[src/include/sdram_pkg.sv]
package sdram_pkg;

    // ------------------------------------------------------------
    // Widths and pin positions
    // ------------------------------------------------------------
    localparam int ADDR_W = 12;
    localparam int COL_W = 8;
    localparam int BANK_BIT = 11;
    localparam int CLOSE_BIT = 10;
    localparam int SINGLE_WR_BIT = 9;
    localparam int LAT_HI = 6;
    localparam int LAT_LO = 4;
    localparam int BTYPE_BIT = 3;
    localparam int BLEN_HI = 2;
    localparam int OPT_HI = 11;
    localparam int OPT_LO = 7;

    // ------------------------------------------------------------
    // Mode field codes
    // ------------------------------------------------------------
    localparam logic [2:0] LAT_CODE_2 = 3'h2;
    localparam logic [2:0] LAT_CODE_3 = 3'h3;
    localparam logic [3:0] LAT_CLK_2 = 4'h2;
    localparam logic [3:0] LAT_CLK_3 = 4'h3;
    localparam logic [2:0] BLEN_CODE_1 = 3'h0;
    localparam logic [2:0] BLEN_CODE_2 = 3'h1;
    localparam logic [2:0] BLEN_CODE_4 = 3'h2;
    localparam logic [2:0] BLEN_CODE_8 = 3'h3;
    localparam logic [2:0] BLEN_CODE_PAGE = 3'h7;
    localparam logic [4:0] OPT_BURST_WR = 5'h00;
    localparam logic [4:0] OPT_SINGLE_WR = 5'h04;
    localparam logic [8:0] BURST_1 = 9'h001;
    localparam logic [8:0] BURST_2 = 9'h002;
    localparam logic [8:0] BURST_4 = 9'h004;
    localparam logic [8:0] BURST_8 = 9'h008;
    localparam logic [8:0] BURST_PAGE = 9'h100;
    localparam logic [11:0] MODE_RESET = 12'h020;

    // ------------------------------------------------------------
    // Timing
    // ------------------------------------------------------------
    localparam int CLK_MHZ = 50;
    localparam int PWRUP_US = 100;
    localparam int PWRUP_CYCLES = PWRUP_US * CLK_MHZ;
    localparam int MODE_GAP_CYCLES = 2;
    localparam int MIN_REFRESHES = 2;

    // ------------------------------------------------------------
    // Commands and bank states
    // ------------------------------------------------------------
    typedef enum logic [3:0] {
        deselect_cmd, idle_cmd, burst_halt_cmd, read_cmd, write_cmd,
        row_open_cmd, all_banks_close_cmd, refresh_cmd, mode_load_cmd
    } cmd_e;

    // Pin codes: cs_n, ras_n, cas_n, we_n.
    localparam logic [3:0] PINS_NOP = 4'h7;
    localparam logic [3:0] PINS_HALT = 4'h6;
    localparam logic [3:0] PINS_READ = 4'h5;
    localparam logic [3:0] PINS_WRITE = 4'h4;
    localparam logic [3:0] PINS_ROW_OPEN = 4'h3;
    localparam logic [3:0] PINS_CLOSE = 4'h2;
    localparam logic [3:0] PINS_REFRESH = 4'h1;
    localparam logic [3:0] PINS_MODE = 4'h0;
    localparam logic [3:0] PINS_DESELECT = 4'hf;

    typedef enum logic [2:0] {
        bank_idle, bank_active, bank_read, bank_write,
        reading_autoclose_state, writing_autoclose_state
    } bank_state_e;

endpackage : sdram_pkg

[src/include/sdram_if.sv]
`timescale 1ns/100ps
interface sdram_if;
    logic cs_n;
    logic ras_n;
    logic cas_n;
    logic we_n;
    logic cke;
    logic [1:0] dqm;
    logic [11:0] addr;

    modport device (input cs_n, ras_n, cas_n, we_n, cke, dqm, addr);
    modport controller (output cs_n, ras_n, cas_n, we_n, cke, dqm, addr);
endinterface : sdram_if

[src/design/sdram_bank_tracker.sv]
`timescale 1ns/100ps
// Functional notes
// - Four strobes decode nine commands, deselect first.
// - Row open uses row address, A11 bank.
// - Read/write column on low lines, A8/A9 ignored.
// - Read with A10 high auto-closes bank.
// - Write with A10 high auto-closes bank.
// - Close with A10 high idles both banks.
// - Mode load only with both banks idle.
// - Two idle cycles follow mode load.
// - Mode load captures A0..A11 as opcode.
// - Opcode: options, latency, burst type, length.
// - Hold clock enable, masks high 100us.
// - First command after hold closes all banks.
// - Two or more refreshes plus a mode load.
// - Mode load may precede the refreshes.
// - Banks idle before power-down or self-refresh; only self-refresh entry is flagged.
// - Clock enable rise wakes inputs at once.
// - Legal command whenever suspend starts non-idle.
// - Latency code 2 or 3 clocks, others reserved.
// - Burst length 1,2,4,8, full page sequential.
// - Burst type sequential 0, interleaved 1.
// - Option A9 alone selects single-word writes.
module sdram_bank_tracker (
    input wire logic sys_clk,
    input wire logic srst,
    sdram_if.device bus,
    output sdram_pkg::bank_state_e bank0_state,
    output sdram_pkg::bank_state_e bank1_state,
    output sdram_pkg::cmd_e last_cmd,
    output logic [7:0] col_addr,
    output logic [10:0] row_addr,
    output logic [11:0] mode_code,
    output logic [3:0] read_latency,
    output logic [8:0] burst_len,
    output logic burst_interleaved,
    output logic single_write,
    output logic mode_reserved,
    output logic protocol_error
);
    import sdram_pkg::*;

    // ------------------------------------------------------------
    // Pin capture
    // ------------------------------------------------------------
    // The clock enable freezes the command pins; its rising edge is taken
    // as live in the same cycle, modelling the asynchronous wake-up.
    logic cke_q;
    wire logic cmd_live = bus.cke;
    wire logic [3:0] pins = {bus.cs_n, bus.ras_n, bus.cas_n, bus.we_n};
    wire logic sel_bank = bus.addr[BANK_BIT];
    wire logic a10 = bus.addr[CLOSE_BIT];

    // ------------------------------------------------------------
    // Command decode
    // ------------------------------------------------------------
    cmd_e cmd;
    always_comb begin
        if (!cmd_live || bus.cs_n) begin
            cmd = deselect_cmd;
        end else begin
            unique case (pins[2:0])
                3'h7: cmd = idle_cmd;
                3'h6: cmd = burst_halt_cmd;
                3'h5: cmd = read_cmd;
                3'h4: cmd = write_cmd;
                3'h3: cmd = row_open_cmd;
                3'h2: cmd = all_banks_close_cmd;
                3'h1: cmd = refresh_cmd;
                3'h0: cmd = mode_load_cmd;
            endcase
        end
    end

    // ------------------------------------------------------------
    // Per-bank next state
    // ------------------------------------------------------------
    // A read or write on one bank cuts short a read or write burst without auto-close still running in the other bank,
    // which then falls back to row-active.
    function automatic bank_state_e bank_next(bank_state_e cur, cmd_e c, logic hit, logic close_all);
        bank_state_e n;
        logic live_row;
        logic bursting;
        n = cur;
        live_row = hit && cur != bank_idle;
        bursting = cur == bank_read || cur == bank_write;
        unique case (c)
            row_open_cmd: begin
                if (hit && cur == bank_idle) begin
                    n = bank_active;
                end
            end
            read_cmd: begin
                if (live_row && close_all) begin
                    n = reading_autoclose_state;
                end else if (live_row) begin
                    n = bank_read;
                end else if (!hit && bursting) begin
                    n = bank_active;
                end
            end
            write_cmd: begin
                if (live_row && close_all) begin
                    n = writing_autoclose_state;
                end else if (live_row) begin
                    n = bank_write;
                end else if (!hit && bursting) begin
                    n = bank_active;
                end
            end
            all_banks_close_cmd: begin
                if (hit || close_all) begin
                    n = bank_idle;
                end
            end
            burst_halt_cmd: begin
                if (bursting) begin
                    n = bank_active;
                end
            end
            default: n = cur;
        endcase
        return n;
    endfunction : bank_next

    wire logic hit0 = !sel_bank;
    wire logic hit1 = sel_bank;
    wire bank_state_e next_bank0 = bank_next(bank0_state, cmd, hit0, a10);
    wire bank_state_e next_bank1 = bank_next(bank1_state, cmd, hit1, a10);
    wire logic both_idle = bank0_state == bank_idle && bank1_state == bank_idle;

    // ------------------------------------------------------------
    // Mode decode
    // ------------------------------------------------------------
    wire logic [2:0] lat_code = mode_code[LAT_HI:LAT_LO];
    wire logic [2:0] len_code = mode_code[BLEN_HI:0];
    wire logic [4:0] opt_code = mode_code[OPT_HI:OPT_LO];
    wire logic lat_ok = lat_code == LAT_CODE_2 || lat_code == LAT_CODE_3;
    wire logic len_page = len_code == BLEN_CODE_PAGE;
    wire logic len_ok = len_code <= BLEN_CODE_8 || (len_page && !mode_code[BTYPE_BIT]);
    wire logic opt_ok = opt_code == OPT_BURST_WR || opt_code == OPT_SINGLE_WR;

    always_comb begin
        read_latency = (lat_code == LAT_CODE_3) ? LAT_CLK_3 : LAT_CLK_2;
        unique case (len_code)
            BLEN_CODE_1: burst_len = BURST_1;
            BLEN_CODE_2: burst_len = BURST_2;
            BLEN_CODE_4: burst_len = BURST_4;
            BLEN_CODE_8: burst_len = BURST_8;
            BLEN_CODE_PAGE: burst_len = BURST_PAGE;
            default: burst_len = BURST_1;
        endcase
    end
    assign burst_interleaved = mode_code[BTYPE_BIT];
    assign single_write = opt_code == OPT_SINGLE_WR;
    assign mode_reserved = !(lat_ok && len_ok && opt_ok);

    // ------------------------------------------------------------
    // Misuse flags from the controller side
    // ------------------------------------------------------------
    logic [1:0] gap_cnt;
    wire logic mode_when_busy = cmd == mode_load_cmd && !both_idle;
    wire logic cmd_in_gap = gap_cnt != 2'h0 && cmd != deselect_cmd && cmd != idle_cmd;
    wire logic sleep_when_busy = cke_q && !bus.cke && bus.cs_n == 1'b0 && pins[2:0] == PINS_REFRESH[2:0]
                                 && !both_idle;

    // ------------------------------------------------------------
    // State registers
    // ------------------------------------------------------------
    always_ff @(posedge sys_clk) begin
        if (srst) begin
            bank0_state <= bank_idle;
            bank1_state <= bank_idle;
            last_cmd <= deselect_cmd;
            cke_q <= 1'b1;
        end else begin
            bank0_state <= next_bank0;
            bank1_state <= next_bank1;
            last_cmd <= cmd;
            cke_q <= bus.cke;
        end
    end

    // ------------------------------------------------------------
    // Address capture
    // ------------------------------------------------------------
    always_ff @(posedge sys_clk) begin
        if (srst) begin
            col_addr <= 8'h00;
            row_addr <= 11'h000;
        end else begin
            if (cmd == row_open_cmd) begin
                row_addr <= bus.addr[BANK_BIT-1:0];
            end
            if (cmd == read_cmd || cmd == write_cmd) begin
                col_addr <= bus.addr[COL_W-1:0];
            end
        end
    end

    // ------------------------------------------------------------
    // Mode register, gap counter and misuse flag
    // ------------------------------------------------------------
    // A refused mode load still opens a gap, so the controller is held to the same spacing
    // whether or not its load was stored. The error flag stays up until reset.
    always_ff @(posedge sys_clk) begin
        if (srst) begin
            mode_code <= MODE_RESET;
            gap_cnt <= 2'h0;
            protocol_error <= 1'b0;
        end else begin
            if (cmd == mode_load_cmd && both_idle) begin
                mode_code <= bus.addr;
            end
            if (cmd == mode_load_cmd) begin
                gap_cnt <= 2'(MODE_GAP_CYCLES);
            end else if (gap_cnt != 2'h0 && cmd_live) begin
                gap_cnt <= gap_cnt - 2'h1;
            end
            if (mode_when_busy || cmd_in_gap || sleep_when_busy) begin
                protocol_error <= 1'b1;
            end
        end
    end

endmodule : sdram_bank_tracker

[src/flat_wrapper.sv]
// flat-port wrapper written by rule: the top's interface ports become plain ports
module sdram_bank_tracker_flat import sdram_pkg::*;
  (sys_clk, srst, bank0_state, bank1_state, last_cmd, col_addr, row_addr, mode_code, read_latency, burst_len, burst_interleaved, single_write, mode_reserved, protocol_error, bus_cs_n, bus_ras_n, bus_cas_n, bus_we_n, bus_cke, bus_dqm, bus_addr);
  sdram_if bus_i ();
  input wire logic sys_clk;
  input wire logic srst;
  output sdram_pkg::bank_state_e bank0_state;
  output sdram_pkg::bank_state_e bank1_state;
  output sdram_pkg::cmd_e last_cmd;
  output logic [7:0] col_addr;
  output logic [10:0] row_addr;
  output logic [11:0] mode_code;
  output logic [3:0] read_latency;
  output logic [8:0] burst_len;
  output logic burst_interleaved;
  output logic single_write;
  output logic mode_reserved;
  output logic protocol_error;
  input wire logic [$bits(bus_i.cs_n)-1:0] bus_cs_n;
  input wire logic [$bits(bus_i.ras_n)-1:0] bus_ras_n;
  input wire logic [$bits(bus_i.cas_n)-1:0] bus_cas_n;
  input wire logic [$bits(bus_i.we_n)-1:0] bus_we_n;
  input wire logic [$bits(bus_i.cke)-1:0] bus_cke;
  input wire logic [$bits(bus_i.dqm)-1:0] bus_dqm;
  input wire logic [$bits(bus_i.addr)-1:0] bus_addr;
  assign bus_i.cs_n = bus_cs_n;
  assign bus_i.ras_n = bus_ras_n;
  assign bus_i.cas_n = bus_cas_n;
  assign bus_i.we_n = bus_we_n;
  assign bus_i.cke = bus_cke;
  assign bus_i.dqm = bus_dqm;
  assign bus_i.addr = bus_addr;
  sdram_bank_tracker u_core (.sys_clk(sys_clk), .srst(srst), .bus(bus_i), .bank0_state(bank0_state), .bank1_state(bank1_state), .last_cmd(last_cmd), .col_addr(col_addr), .row_addr(row_addr), .mode_code(mode_code), .read_latency(read_latency), .burst_len(burst_len), .burst_interleaved(burst_interleaved), .single_write(single_write), .mode_reserved(mode_reserved), .protocol_error(protocol_error));
endmodule
[config.mk]
export PLATFORM = sky130hd
export DESIGN_NAME = sdram_bank_tracker_flat
export DESIGN_NICKNAME = d
export VERILOG_FILES = /design/src/include/sdram_pkg.sv /design/src/include/sdram_if.sv /design/src/design/sdram_bank_tracker.sv /design/src/flat_wrapper.sv
export SDC_FILE = /design/constraint.sdc
export NUM_CORES = 1
export LEC_CHECK = 0
export BUFFER_PORTS_ARGS = -buffer_cell sky130_fd_sc_hd__buf_2
export CORE_ASPECT_RATIO = 0.5
export CORE_UTILIZATION = 49
export CTS_CLUSTER_DIAMETER = 40
export DETAILED_ROUTE_END_ITERATION = 10
export GPL_TIMING_DRIVEN = 0
export PLACE_DENSITY = 0.79
export SETUP_SLACK_MARGIN = 0.5
export SYNTH_ARGS = -nofsm -noshare
export SYNTH_HDL_FRONTEND = slang
export SYNTH_SLANG_ARGS = --single-unit
[constraint.sdc]
create_clock -name sys_clk -period 2.7 [get_ports sys_clk]
set_input_delay 0 -clock sys_clk [delete_from_list [all_inputs] [get_ports sys_clk]]
set_output_delay 0 -clock sys_clk [all_outputs]
set_load 0.02 [all_outputs]
==> key figures, run 1 <==
STA
  • Final setup TNS: 0 ns
  • Final hold viol count: 0
  • Setup skew after layout: 0.00829 ns
  • Worst Setup Slack, final: between 0.6 and 0.7 ns
  • Fmax: roughly 0.5 GHz
  • RSZ-0062 raised after global routing: no
  • Setup Viol. Count Final: 0
  • Tcrit/Tclk final: about three quarters
  • Worst hold slack: 0.0607 ns
  • Min Tclk post-route: 2.03 ns
  • Slew Viols, Final: 0

Detailed routing
  • Met1 WL: around 2.4 mm
  • Via count: roughly 2,100
  • Met2 Wirelength: about 2.6 mm
  • 1st-iter DRT viols: a little over 50
  • Max layer used: met4
  • DRC Markers: 0
  • Final antenna-violating net count: 0
  • WL/cell: about 13 um
  • First drt pass iteration count: 4
  • Post-Route WL: around 5.3 mm
  • Wire length on met3: between 200 and 300 um
  • Via density per instance: approximately 5.2

Cells and area
  • Multi-input logic area: approximately 1200 um^2
  • Fillers: 351
  • Final Non-Filler Cells: 400
  • Reg area: between 900 and 1000 um^2
  • P&R area growth vs syn: 28.9%
  • Share of cells above drive strength 1: about 28%
  • Fin area: roughly 2800 um^2
  • Post-layout util: 69.4%
  • Final nets: roughly 370
  • Ant diodes: 0

Logic synthesis
  • Synth Area in Compound Gates: 13.0%
  • Mapped Avg Cell Area: 8.73 um^2
  • Post-synthesis mux area share: between 10% and 20%
  • Asr flop ratio synth: 0%
  • Sequential area share after synthesis: between 40 and 50%
  • Mapped cell area: 2210 um^2
  • Ys flop type: dfxtp_1
  • Main combinational cell family by area after synthesis: simple AND/OR/NAND/NOR gates
  • Register bit total from synthesis: 45
  • Post-synthesis adder-cell area fraction: approximately 2.3%
  • Simple-gate area share of the yosys netlist: between 20% and 30%
  • Yosys warns: 0
  • Post-Synth XOR/XNOR Area: less than 1%
  • EDFF count, synth: 0
  • Yosys cell types: 48
  • Synthesized instance count: 253

Pwr
  • Worst VDD drop: 306 uV
  • Pleak: between 1 and 1.5 nW
  • Power consumption: 1.31 mW
  • PwrDens: roughly 460 nW/um^2

Clock network
  • Clock Root Buffer: clkbuf_8
  • Worst-path clk slew: 0.08 ns
  • TritonCTS clock tree: built
  • CTS buffer count: 5
  • Max clock buf depth: 2
  • Clock Sinks: 45
  • Clk Latency, worst-skew pair: approximately 0.30 ns
  • Buffers inserted by post-CTS timing repair: 0
  • H-tree depth: 2

Setup path
  • Max incr delay on CP: between 0.5 and 0.6 ns
  • Crit path DAT: between 2 and 2.5 ns
  • Critical path, cell by cell: buf_2 -> clkbuf_2 -> inv_1 -> ha_1 -> or4_1 -> a21o_1 -> a21oi_2 -> a31oi_1 -> o32ai_1
  • Flop-to-flop setup slack: 0.93 ns
  • Top delay family on crit path: compound AO/OA/AOI/OAI gates
  • CP required: between 2 and 3 ns
  • CP endpoint kind: flop
  • Bufs and invs on worst path: 3
  • CP Launch Type: input pin
  • Crit Path Max Fanout: 10
  • Max stage delay cell, worst path: or4_1
  • Critical path type: input pin to flop

Floorplan
  • Die Ht: just under 50 um
  • # IOs: around 80
  • Die Area: roughly 4800 um^2
  • Initial Utilization: between 50% and 60%
  • Die width: a little under 100 um
  • Core ar.: around 4100 um^2
  • # rows: 16

Global routing
  • First-pass GRT wire length: 8.70 mm
  • Grt ovf: 0
  • Vias in the first global route: roughly 1,900
  • Initial antenna violation count: 0
  • Largest net degree at the start of global routing: 15
  • Total GRT Usage: between 20 and 25%

Place
  • Post-DP HPWL: 3.90 mm
  • Pre-CTS WS: 0.188 ns
  • Placed Cells: ~380
  • DP Area: about 2600 um^2
  • Routability cong.: between 0.8 and 0.9
  • PortBufs: just under 70

Status
  • Status: finished, final reports clean

Min path
  • Worst min path class: input pin to flop

Flow run
  • Max cap viols: 0
## worst register-to-register path: stages, from the launching register on
cell,delay (ns)
dfxtp_1,0.36
or3_1,0.46
nor2_1,0.18
nand2_1,0.13
buf_2,0.27
mux2i_1,0.20
nor2_1,0.05
## report_power, final
part	internal, mW	leakage (nW)	switching [mW]
clock	0.179	0.0402	0.234
combinational	0.0845	1.04	0.123
sequential	0.678	0.364	0.00862
## synthesized netlist by cell type, drive strengths merged, types with 5 or more instances
cell type / count / share of area, %
nor2b: 7 / 2.0
nand2b: 6 / 1.7
mux2i: 30 / 14
a21oi: 14 / 3.5
clkbuf: 5 / 0.85
nor2: 47 / 8.0
o21ai: 7 / 1.6
nand2: 10 / 1.7
dfxtp: 45 / 41
inv: 8 / 1.4
buf: 15 / 4.8
## flip-flops by register name, indices dropped and copies added (netlist names)
signal and flops:
u_core.bank0_state 3, u_core.mode_code 12, u_core.gap_cnt 2, u_core.cke_q 1
u_core.row_addr 11, u_core.protocol_error 1, u_core.col_addr 8, u_core.last_cmd 4
u_core.bank1_state 3
## final cells by class
type                            count  share of cell area [%]
Sequential cell                    45                    31.6
Tap cell                           54                    2.37
Clock buffer                        5                    2.42
Multi-Input combinational cell    185                    41.1
Buffer                             20                    4.44
Clock inverter                      2                   0.571
Inverter                            8                    1.05
Timing Repair Buffer               81                    16.4
## worst paths after layout
| check | startpoint | to | cells after the start |
|---|---|---|---|
| max | bus_we_n | u_core.bank0_state[0] | 9 |
| min | bus_addr[10] | u_core.row_addr[10] | 3 |
| max reg2reg | u_core.bank0_state[2] | u_core.mode_code[3] | 6 |
| min reg2reg | u_core.row_addr[8] | u_core.row_addr[8] | 2 |
## routing by layer
| metal | vias up | GRT usage, % |
|---|---|---|
| met4 | 0 | 8.96 |
| met3 | 9 | 5.82 |
| met2 | 64 | 39.8 |
| li1 | 1055 | - |
| met5 | - | 0 |
| met1 | 961 | 26.9 |
## cells in the final DEF (no fill, tap or decap), types with 5 or more instances in the layout
master          n
a21oi_1        12
nor2_1         47
conb_1          7
nand2b_1        6
dlygate4sd3_1  12
dfxtp_1        45
nor2b_1         7
mux2i_1        30
nand2_1        10
buf_2          73
o21ai_0         6
buf_4           8
inv_1           8
clkbuf_8        5
## repair_timing
action	in CTS	in global routing
setup endpoints to repair	0	22
hold buffers	12	0
hold endpoints to repair	28	0
gates resized for setup	0	2
## kinds of logic (layout without fill, tap and decap cells)
kind of cell             Yosys count  after routing
adder cells (fa/ha/maj)            4              4
other                              2              7
multiplexers                      30             30
AO/OA/AOI/OAI                     43             43
flip-flops                        45             45
XOR/XNOR                           1              1
buffers and inverters             28            116
AND/OR/NAND/NOR                  100            100
Note: power is estimated with default switching activity, not from simulation.
==> inputs of run 2 (changes only) <==
==> constraint.sdc (replaced) <==
create_clock -name sys_clk -period 1.9 [get_ports sys_clk]
set_input_delay 0 -clock sys_clk [delete_from_list [all_inputs] [get_ports sys_clk]]
set_output_delay 0 -clock sys_clk [all_outputs]
set_load 0.02 [all_outputs]
==> run 2 against run 1 <==
First-iteration DRC count is 75% higher. Sequential power is 42% higher. Clock power is 90% higher. Clock-buffer cell count stayed put. Die area stayed put. Global-route usage is 3.4 points higher. Sequential share of layout area is 3.2 points lower. Design area is 12% higher. Wire length is 18% higher. Final cell count is 4.3% higher.
==> key figures, run 2 (same netlist as run 1, synthesis figures left out) <==
Status
  • Status: finished, final reports clean

Detailed routing
  • Via density per instance: between 5 and 6
  • DRC Markers: 0
  • Via count: about 2,200
  • Post-Route WL: between 6 and 7 mm
  • Wire length on met3: 392 um
  • Met2 Wirelength: between 3 and 4 mm
  • Final antenna-violating net count: 0
  • Max layer used: met4
  • Met1 WL: approximately 2.7 mm
  • WL/cell: ~15 um
  • 1st-iter DRT viols: ~90
  • First drt pass iteration count: 4

Global routing
  • Vias in the first global route: 2,174
  • Largest net degree at the start of global routing: 17
  • Grt ovf: 0
  • First-pass GRT wire length: 9.90 mm
  • Initial antenna violation count: 0
  • Total GRT Usage: approximately a quarter

Setup path
  • CP required: approximately 2.1 ns
  • Reg2Reg Launch Point: u_core.bank1_state[2]
  • Worst Setup SP: bus_we_n
  • R2R Path End: u_core.mode_code[11]
  • Critical path type: input pin to flop
  • Critical path, cell by cell: buf_8 -> clkbuf_16 -> clkinv_8 -> ha_4 -> or4_4 -> a21o_1 -> a21oi_2 -> buf_6 -> mux2i_1 -> nor2_1
  • Max incr delay on CP: 0.41 ns
  • CP endpoint kind: flop
  • Crit path DAT: 1.80 ns
  • Flop-to-flop setup slack: about 0.33 ns
  • Crit Path Max Fanout: 5
  • CP Launch Type: input pin
  • Worst R2R Path Depth: 6
  • Setup crit end: u_core.col_addr[0]
  • Max stage delay cell, worst path: or4_4

STA
  • RSZ-0062 raised after global routing: yes
  • Slew HR: about two thirds
  • Worst slew pin tran: 0.512 ns
  • Fmax: 0.619 GHz
  • Min Tclk post-route: about 1.6 ns
  • Final hold viol count: 0
  • Setup Viol. Count Final: 0
  • Tcrit/Tclk final: roughly 85%
  • Setup skew after layout: between 0.004 and 0.005 ns
  • Slew Viols, Final: 0

Cells and area
  • P&R area growth vs syn: 44.5%
  • Post-layout util: 77.8%
  • Most frequent cells in the layout: buf_2 (70), nor2_1 (45), dfxtp_1 (41), mux2i_1 (30), buf_4 (19)
  • Reg with most FFs: u_core.mode_code
  • Ant diodes: 0
  • Fillers: approximately 290
  • Fin area: 3190 um^2
  • Share of cells above drive strength 1: 37.2%
  • Top flop regs: u_core.mode_code x12, u_core.row_addr x11, u_core.col_addr x8
  • Most common cell after layout, fill and taps aside: buf_2
  • Final nets: a little under 400
  • Number of flip-flops under the largest register name: 12

Clock network
  • CTS buffer count: 5
  • Clock Sinks: 45
  • TritonCTS clock tree: built
  • Clk Latency, worst-skew pair: approximately 0.31 ns
  • Max clock buf depth: 2
  • Worst-path clk slew: 0.09 ns
  • Clock Root Buffer: clkbuf_8
  • H-tree depth: 2

Pwr
  • PwrDens: ~660 nW/um^2
  • Pleak: 1.59 nW
  • Worst VDD drop: about 470 uV

Floorplan
  • # rows: 16
  • Die Ht: approximately 50 um
  • Core ar.: around 4000 um^2
  • Die Area: roughly 4800 um^2
  • # IOs: 79
  • Initial Utilization: between 50 and 60%
  • Die width: about 97 um

Min path
  • Worst min path class: input pin to flop

Flow run
  • Max cap viols: 0

Place
  • Post-DP HPWL: about 3.8 mm
  • DP Area: 2720 um^2
  • Routability cong.: about 0.85
  • PortBufs: 69
==> run 2: cell count changes in the layout (fill, tap and decap cells not counted), moves of 2 or more <==
cell / previous run / this run
buf_4: 8 / 19
or3_4: 0 / 2
nor2_1: 47 / 45
dfxtp_1: 45 / 41
inv_1: 8 / 6
buf_2: 73 / 70
ha_1: 4 / 2
buf_6: 2 / 10
ha_4: 0 / 2
o221ai_2: 0 / 2
dfxtp_2: 0 / 3
or3_1: 2 / 0
o221ai_1: 3 / 1
==> run 2: worst min-delay path by stage <==
| stage | startpoint | end | slack, ns | cells after the start |
|---|---|---|---|---|
| CTS | bus_ras_n | u_core.last_cmd[3] | 0.007 | 3 |
| global route | bus_ras_n | u_core.last_cmd[3] | 0.03 | 3 |
| finish | bus_ras_n | u_core.last_cmd[3] | 0.03 | 3 |
| floorplan | bus_cke | u_core.cke_q | 0.11 | 1 |
| global placement | bus_addr[9] | u_core.row_addr[9] | 0.25 | 3 |
| detailed placement | bus_addr[8] | u_core.mode_code[8] | 0.26 | 3 |
==> run 2: timing repair <==
action / in CTS / in global routing
endpoints found under the setup margin: 38 / 36
endpoints found under the hold margin: 28 / 0
gates cloned: 2 / 0
setup buffers: 9 / 6
gates resized for setup: 20 / 11
pin swaps: 11 / 3
hold buffers: 11 / 0
==> run 2: metal layers <==
metal | vias to the layer above | global-route usage, %
met3 | 14 | 6.10
li1 | 1089 | -
met2 | 96 | 47.3
met4 | 0 | 9.95
met1 | 1048 | 30.3
met5 | - | 0
==> run 2: through the flow <==
stage          hold slack [ns]  worst slack [ns]  std cells  power, mW  TNS, ns
2_1_floorplan            0.107             0.210        258       1.20        0
6_report                0.0316             0.284        417       2.12        0
3_5_place_dp             0.258            -0.126        381       1.28   -0.929
3_3_place_gp             0.251            -0.116        381       1.28   -0.777
4_1_cts                0.00687             0.341        411       2.09        0
5_1_grt                 0.0342             0.225        417       2.20        0
==> run 2: report_power, final <==
part / leakage [nW] / total [mW] / internal (mW) / switching, mW
combinational: 1.17 / 0.360 / 0.158 / 0.202
sequential: 0.366 / 0.974 / 0.963 / 0.0111
clock: 0.0603 / 0.783 / 0.404 / 0.379
==> run 2: cell type report <==
class	count	area [um^2]	area share, %
Multi-Input combinational cell	185	1280	40.1
Sequential cell	45	908	28.5
Timing Repair Buffer	97	616	19.3
Buffer	20	159	4.98
Clock buffer	5	68.8	2.16
Tap cell	54	67.6	2.12
Clock inverter	3	50.0	1.57
Inverter	8	42.5	1.33
==> run 2: critical path, delay by kind of cell <==
| family | cells | cell delay [ns] |
|---|---|---|
| multiplexers | 1 | 0.21 |
| AND/OR/NAND/NOR | 2 | 0.47 |
| adder cells (fa/ha/maj) | 1 | 0.23 |
| buffers and inverters | 4 | 0.44 |
| AO/OA/AOI/OAI | 2 | 0.45 |
